$ cat src/rtl/atr_params.svh
// timing counts, widths and code constants for the converter trigger controller
`ifndef ATR_PARAMS_SVH
`define ATR_PARAMS_SVH
`define ATR_CLK_MHZ 20
`define ATR_DATA_W 14
`define ATR_TRIG_HIGH_NS 20
`define ATR_TRIG_HIGH_MIN_NS 10
`define ATR_TRIG_HIGH_GAP_LO_NS 110
`define ATR_TRIG_HIGH_GAP_HI_NS 160
`define ATR_TRIG_HIGH_MAX_NS 300
`define ATR_TRIG_LOW_MIN_NS 30
`define ATR_PERIOD_NS 333
`define ATR_TRIG_HIGH_CYC ((`ATR_TRIG_HIGH_NS * `ATR_CLK_MHZ + 999) / 1000)
`define ATR_TRIG_LOW_MIN_CYC ((`ATR_TRIG_LOW_MIN_NS * `ATR_CLK_MHZ + 999) / 1000)
`define ATR_PERIOD_CYC ((`ATR_PERIOD_NS * `ATR_CLK_MHZ + 999) / 1000)
`define ATR_CODE_ZERO 14'h2000
`define ATR_CODE_NEG_FS 14'h0000
`define ATR_CODE_POS_FS 14'h3FFF
`endif

$ cat src/rtl/atr_pkg.sv
// types shared by the converter trigger controller
package atr_pkg;
    typedef enum logic [3:0]
    {
        ATR_IDLE = 4'h1,
        ATR_HIGH = 4'h2,
        ATR_LOW = 4'h4,
        ATR_WAIT = 4'h8
    } atr_state_t;
endpackage

$ cat src/rtl/atr_buf2.sv
// two-entry skid buffer carrying captured results to the user side
`timescale 1ns/1ps
module atr_buf2
#(
    parameter int W = 15
)
(
    input wire logic ref_clk_in,
    input wire logic rst_b_in,
    input wire logic ce_in,
    input wire logic in_valid_in,
    output logic in_ready_out,
    input wire logic [W-1:0] in_data_in,
    output logic out_valid_out,
    input wire logic out_ready_in,
    output logic [W-1:0] out_data_out
);
    logic [W-1:0] mem_q [0:1];
    logic wp_q;
    logic rp_q;
    logic [1:0] cnt_q;
    logic push;
    logic pop;

    // a zero-width word has nothing to carry
    if (W < 1)
    begin
        $error("buffer width must be at least one bit");
    end

    // honest full and empty from the fill count
    assign in_ready_out = (cnt_q != 2'h2);
    assign out_valid_out = (cnt_q != 2'h0);
    assign push = in_valid_in && in_ready_out;
    assign pop = out_valid_out && out_ready_in;
    assign out_data_out = mem_q[rp_q];

    // storage array, written only on push
    always_ff @(posedge ref_clk_in or negedge rst_b_in)
    begin
        if (!rst_b_in)
        begin
            mem_q[0] <= '0;
            mem_q[1] <= '0;
        end
        else if (ce_in && push)
        begin
            mem_q[wp_q] <= in_data_in;
        end
    end

    // pointers and count
    always_ff @(posedge ref_clk_in or negedge rst_b_in)
    begin
        if (!rst_b_in)
        begin
            wp_q <= 1'b0;
            rp_q <= 1'b0;
            cnt_q <= 2'h0;
        end
        else if (ce_in)
        begin
            if (push)
                wp_q <= ~wp_q;
            if (pop)
                rp_q <= ~rp_q;
            cnt_q <= cnt_q + {1'b0, push} - {1'b0, pop};
        end
    end
endmodule

$ cat src/rtl/atr_ctrl.sv
// host controller that paces the converter trigger and captures results
// Summary of operation
// - trigger high 10-110 or 160-300 ns
// - slower rates: longer high, low at least 30ns
// - reference train 3MHz with 20 ns high; here the high lasts one 50 ns clock and rises come at least 9 clocks apart
// - continuous mode gives uninterrupted trigger train; here the train pauses while the result buffer is full
// - warmup keeps triggers running, supplies first
`timescale 1ns/1ps
`include "atr_params.svh"
module atr_ctrl
    import atr_pkg::*;
#(
    parameter int DATA_W = `ATR_DATA_W,
    parameter int HIGH_CYC = `ATR_TRIG_HIGH_CYC,
    parameter int PERIOD_CYC = `ATR_PERIOD_CYC
)
(
    input wire logic ref_clk_in,
    input wire logic rst_b_in,
    input wire logic ce_in,
    input wire logic supplies_ok_in,
    input wire logic run_in,
    input wire logic single_in,
    input wire logic busy_in,
    input wire logic [DATA_W-1:0] adc_data_in,
    output logic trig_out,
    output logic res_valid_out,
    input wire logic res_ready_in,
    output logic [DATA_W-1:0] res_data_out,
    output logic res_invalid_out,
    output logic overrun_out,
    output logic converting_out
);
    // ****************************************
    // elaboration checks
    // ****************************************
    localparam int LOW_CYC = `ATR_TRIG_LOW_MIN_CYC;
    localparam int HIGH_MAX_CYC = (`ATR_TRIG_HIGH_MAX_NS * `ATR_CLK_MHZ) / 1000;
    localparam int GAP_LO_CYC = (`ATR_TRIG_HIGH_GAP_LO_NS * `ATR_CLK_MHZ) / 1000;
    localparam int GAP_HI_CYC = (`ATR_TRIG_HIGH_GAP_HI_NS * `ATR_CLK_MHZ + 999) / 1000;

    // refused while elaborating, so a bad setting never reaches a netlist
    if (DATA_W != `ATR_DATA_W)
    begin
        $error("data width must match the converter");
    end
    if (HIGH_CYC < 1 || PERIOD_CYC < HIGH_CYC + LOW_CYC + 2 || PERIOD_CYC > 255)
    begin
        $error("trigger timing parameters out of range");
    end
    if (PERIOD_CYC < 8 && HIGH_CYC > GAP_LO_CYC && HIGH_CYC < GAP_HI_CYC)
    begin
        $error("trigger high time falls in the forbidden gap");
    end
    if (PERIOD_CYC < 8 && HIGH_CYC > HIGH_MAX_CYC)
    begin
        $error("trigger high time too long at full rate");
    end

    // ****************************************
    // pin synchronisers
    // ****************************************
    logic busy_s1_q;
    logic busy_s2_q;
    logic busy_d1_q;
    logic [DATA_W-1:0] data_s1_q;
    logic [DATA_W-1:0] data_s2_q;

    // two flops ahead of any logic; data is stable once busy has fallen
    always_ff @(posedge ref_clk_in or negedge rst_b_in)
    begin
        if (!rst_b_in)
        begin
            busy_s1_q <= 1'b0;
            busy_s2_q <= 1'b0;
            busy_d1_q <= 1'b0;
            data_s1_q <= '0;
            data_s2_q <= '0;
        end
        else if (ce_in)
        begin
            busy_s1_q <= busy_in;
            busy_s2_q <= busy_s1_q;
            busy_d1_q <= busy_s2_q;
            data_s1_q <= adc_data_in;
            data_s2_q <= data_s1_q;
        end
    end

    logic busy_fall;
    assign busy_fall = busy_d1_q && !busy_s2_q;

    // ****************************************
    // trigger sequencer
    // ****************************************
    atr_state_t state_q;
    logic [7:0] cnt_q;
    logic pending_q;
    logic seen_busy_q;
    logic buf_ready;
    logic want;

    // a new pulse only when the result path can take the answer
    assign want = supplies_ok_in && (run_in || pending_q) && buf_ready;

    // single-shot request held until its pulse goes out
    always_ff @(posedge ref_clk_in or negedge rst_b_in)
    begin
        if (!rst_b_in)
            pending_q <= 1'b0;
        else if (ce_in)
        begin
            if (single_in)
                pending_q <= 1'b1;
            else if (state_q == ATR_IDLE && want && !busy_s2_q)
                pending_q <= 1'b0;
        end
    end

    // pulse high for HIGH_CYC, low for the rest of the period, then wait for busy low
    always_ff @(posedge ref_clk_in or negedge rst_b_in)
    begin
        if (!rst_b_in)
        begin
            state_q <= ATR_IDLE;
            cnt_q <= 8'h00;
            seen_busy_q <= 1'b0;
        end
        else if (ce_in)
        begin
            case (state_q)
                ATR_IDLE:
                begin
                    // rising edge is the only start the converter sees
                    if (want && !busy_s2_q)
                    begin
                        state_q <= ATR_HIGH;
                        cnt_q <= 8'(HIGH_CYC - 1);
                    end
                end
                ATR_HIGH:
                begin
                    if (cnt_q == 8'h00)
                    begin
                        state_q <= ATR_LOW;
                        cnt_q <= 8'(PERIOD_CYC - HIGH_CYC - 1);
                    end
                    else
                        cnt_q <= cnt_q - 8'h01;
                end
                ATR_LOW:
                begin
                    // low phase is at least the minimum low time
                    if (busy_s2_q)
                        seen_busy_q <= 1'b1;
                    if (cnt_q == 8'h00)
                        state_q <= ATR_WAIT;
                    else
                        cnt_q <= cnt_q - 8'h01;
                end
                ATR_WAIT:
                begin
                    // never retrigger while busy: that would spoil two results
                    if (!busy_s2_q)
                    begin
                        state_q <= ATR_IDLE;
                        seen_busy_q <= 1'b0;
                    end
                end
                default:
                begin
                    state_q <= ATR_IDLE;
                    cnt_q <= 8'h00;
                    seen_busy_q <= 1'b0;
                end
            endcase
        end
    end

    // trigger pin driven from a flop for a clean pulse width
    always_ff @(posedge ref_clk_in or negedge rst_b_in)
    begin
        if (!rst_b_in)
            trig_out <= 1'b0;
        else if (ce_in)
            trig_out <= (state_q == ATR_IDLE && want && !busy_s2_q) ||
                        (state_q == ATR_HIGH && cnt_q != 8'h00);
    end

    // ****************************************
    // result capture and validity
    // ****************************************
    logic cap_valid;
    logic [DATA_W:0] cap_word;
    logic busy_at_trig_q;

    // busy seen already high at a trigger means an abort happened
    always_ff @(posedge ref_clk_in or negedge rst_b_in)
    begin
        if (!rst_b_in)
            busy_at_trig_q <= 1'b0;
        else if (ce_in)
        begin
            if (state_q == ATR_IDLE && want && busy_s2_q)
                busy_at_trig_q <= 1'b1;
            else if (busy_fall)
                busy_at_trig_q <= 1'b0;
        end
    end

    // capture on busy falling; codes pass through unchanged in offset binary
    assign cap_valid = busy_fall;
    assign cap_word = {busy_at_trig_q, data_s2_q};

    // status flags: overrun when a result arrives to a full buffer
    always_ff @(posedge ref_clk_in or negedge rst_b_in)
    begin
        if (!rst_b_in)
        begin
            overrun_out <= 1'b0;
            converting_out <= 1'b0;
        end
        else if (ce_in)
        begin
            if (cap_valid && !buf_ready)
                overrun_out <= 1'b1;
            converting_out <= busy_s2_q || seen_busy_q;
        end
    end

    logic [DATA_W:0] out_word;

    atr_buf2 #(.W(DATA_W + 1)) u_buf
    (
        .ref_clk_in(ref_clk_in),
        .rst_b_in(rst_b_in),
        .ce_in(ce_in),
        .in_valid_in(cap_valid),
        .in_ready_out(buf_ready),
        .in_data_in(cap_word),
        .out_valid_out(res_valid_out),
        .out_ready_in(res_ready_in),
        .out_data_out(out_word)
    );

    assign res_data_out = out_word[DATA_W-1:0];
    assign res_invalid_out = out_word[DATA_W];
endmodule

$ cat config.mk
export PLATFORM = sky130hd
export DESIGN_NAME = atr_ctrl
export DESIGN_NICKNAME = d
export VERILOG_FILES = /design/src/rtl/atr_pkg.sv /design/src/rtl/atr_buf2.sv /design/src/rtl/atr_ctrl.sv
export VERILOG_INCLUDE_DIRS = /design/src /design/src/rtl
export SDC_FILE = /design/constraint.sdc
export NUM_CORES = 1
export LEC_CHECK = 0
export BUFFER_PORTS_ARGS = -buffer_cell sky130_fd_sc_hd__buf_2
export CAP_MARGIN = 10
export CORE_AREA = 2 2 121 76
export CTS_CLUSTER_DIAMETER = 120
export DETAILED_ROUTE_END_ITERATION = 16
export DIE_AREA = 0 0 123 78
export GPL_ROUTABILITY_DRIVEN = 0
export PLACE_DENSITY_LB_ADDON = 0.25
export SYNTH_ARGS = -nofsm -noshare
export SYNTH_HDL_FRONTEND = slang
export SYNTH_SLANG_ARGS = --single-unit
$ cat constraint.sdc
create_clock -name ref_clk_in -period 3 [get_ports ref_clk_in]
set_input_delay 0.6 -clock ref_clk_in [delete_from_list [all_inputs] [get_ports ref_clk_in]]
set_output_delay 0.6 -clock ref_clk_in [all_outputs]
set_load 0.01 [all_outputs]
==> impl_metrics.toml <==
[status]
status = "completed"

[grt]
grt_max_degree = 74
antenna_found_initial = 0
grt_pass1_wl_um = 11700
grt_pass1_vias = 2312
grt_usage_pct = 16.3
overflow = 0

[logic_synthesis]
synth_edf_count = 0
synth_flop_cell = "dfrtp_1"
ys_ff_latch = 83
synth.most_common_cell = "dfrtp_1"
yosysWarnings = 0
synth_commonest_cells = "dfrtp_1 (82), mux2_2 (76), nand2_1 (16)"
netlist_area_mm2 = 0.00371
synth.distinct_cells = 46
synth_seq_area_share_pct = 56.1
syn_avg_cell_area_um2 = 13.0
syn-num-nets = 311
synthArstFlopShare_pct = 100
yosys-top-cells-area = "dfrtp_1 (55%), mux2_2 (23%), nand2_1 (1.6%), ha_1 (1.4%), nor2_1 (1.2%)"
synth_top_area_share_pct = 55.4
postSynthCellCount = 285
synth_largest_area_cell = "dfrtp_1"

[sta]
fin_crit_ns = 2.36
period_share_pct = 78.7
clock_skew_ns = 0.00538
rsz0062_at_grt = "false"
slew_violations = 0
max_freq_ghz = 0.424
holdWs_ns = 0.0999
worst_pin_slew_ns = 0.771
fin_setup_tns_ns = 0
slew_headroom_pct = 48.6
setup_violations = 0
setup_ws_ns = 0.639
hold_violations = 0

[run]
cap_violations = 0

[worst_setup_path]
path_cells = "mux2_2 > buf_2"
cp.arrival_ns = 1.76
end_kind = "output pin"
crit_type = "register to output pin"
cp_top_family = "flip-flops"
required_ns = 2.40
path_buf_inv = 1
crit_fanout = 16
worst_setup_path_start_kind = "register"
slowest_stage = "dfrtp_1"
max_stage_delay_ns = 0.84

[routing]
dr.pass1.iters = 5
vias = 2326
wirelength_um = 7150
drc_errors = 0
postRouteAntennaNets = 0
wl_per_cell_um = 16.1
via_per_inst = 5.23
drtIter0Drc = 114

[die]
ioPinCount = 41
fp.dieArea_mm2 = 0.00959
core_mm2 = 0.00839
die_x_um = 123
core.rowCount = 26
dieHeight_um = 78
start_util_pct = 44.2

[layout]
instances_no_fill = 445
final_net_count = 356
area_growth_pct = 17.9
antenna_cells = 0
drive_gt1_share_pct = 43.8

[cts]
cts-htree-levels = 3
clk_pin_slew_ns = 0.06
cts_buffer_depth = 2
ctsRootBufferMaster = "clkbuf_16"
worstSkewPairLatency_ns = 0.33
cts-resized-gates = 0
cts_tree = "built"
ctsHoldBuffers = 0
cts_buffers = 9
clock-sinks = 83
postCtsSetupBuffers = 0

[pwr]
p_total_mw = 4.48
leakage_nw = 1.97
powerDensity_mw_per_mm2 = 1030
ir_drop_uv = 356

[place]
dp.cells = 431
io_buffers = 40
pre_cts_ws_ns = 0.698
dp_hpwl_um = 4860

[hold_path]
hold_path.class = "input pin to asynchronous set/reset pin"
-- final cells by class --
class,count,area (um2)
Timing Repair Buffer,47,268
Clock inverter,2,60.1
Multi-Input combinational cell,181,1540
Inverter,8,30.0
Fill cell,746,4020
Sequential cell,83,2080
Clock buffer,12,256
Tap cell,112,140
-- final timing paths --
check / from / endpoint / slack [ns] / cells after the start
max in group asynchronous: rst_b_in / state_q[0]$_DFFE_PN1P_ / 2.26 / 2
max reg2reg: cnt_q[0]$_DFFE_PN0P_ / cnt_q[3]$_DFFE_PN0P_ / 0.66 / 7
max: u_buf.rp_q$_DFFE_PN0P_ / res_data_out[1] / 0.64 / 2
min reg2reg: overrun_out$_DFFE_PN0P_ / overrun_out$_DFFE_PN0P_ / 0.48 / 1
min in group ref_clk_in: overrun_out$_DFFE_PN0P_ / overrun_out$_DFFE_PN0P_ / 0.48 / 1
min: rst_b_in / data_s2_q[8]$_DFFE_PN0P_ / 0.1 / 1
-- worst register-to-register path: cells and delay by family, from the launching register on --
family | cells | cell delay (ns)
simple gates | 3 | 0.89
compound gates | 2 | 0.65
flops | 1 | 0.43
fa+ha+maj | 1 | 0.16
buf+inv | 1 | 0.10
-- kinds of logic after synthesis --
logic type,Yosys count,synth area share [%]
compound gates,40,7.93
buf+inv,21,2.43
fa+ha+maj,4,1.35
simple gates,56,7.90
flops,83,56.1
mux,77,23.4
xor+xnor,4,0.945
-- state kept, by name (all words and copies together) (netlist names) --
name,cells
busy_s1_q,1
overrun_out,1
busy_at_trig_q,1
data_s2_q,14
data_s1_q,14
converting_out,1
u_buf.mem_q,30
state_q,4
seen_busy_q,1
busy_d1_q,1
u_buf.rp_q,1
u_buf.wp_q,1
busy_s2_q,1
cnt_q,8
pending_q,1
u_buf.cnt_q,2
trig_out,1
-- per-layer routing --
metal	wire [um]	vias to the layer above	track usage (%)
met4	70	0	5.80
li1	-	1106	-
met3	432	6	5.44
met1	3740	1144	24.5
met5	0	-	0
met2	2900	70	21.8
-- cells in the final DEF (no fill, tap or decap), types with 3 or more instances in the layout --
cell type  instances
mux2_2            76
o21ai_0            8
buf_2             39
o31ai_1            3
a21oi_1            7
inv_1              8
clkbuf_16          9
o21bai_1           4
xnor2_1            3
dfrtp_1           82
buf_4              7
nor2_1            12
nor2b_1            4
ha_1               4
nor3_1             4
nand2_1           16
a31oi_1            3
-- power breakdown --
group | internal [mW] | total, mW | switching, mW
clock | 0.765 | 1.17 | 0.404
combinational | 0.808 | 1.54 | 0.731
sequential | 1.48 | 1.78 | 0.294
-- through the flow --
step,area (um2),util [%]
2_1_floorplan,3710,-
3_3_place_gp,4050,48.3
3_5_place_dp,4050,48.3
4_1_cts,4370,52.1
5_1_grt,4370,52.1
6_report,4370,52.1
Power figures use the tool's default switching activity.
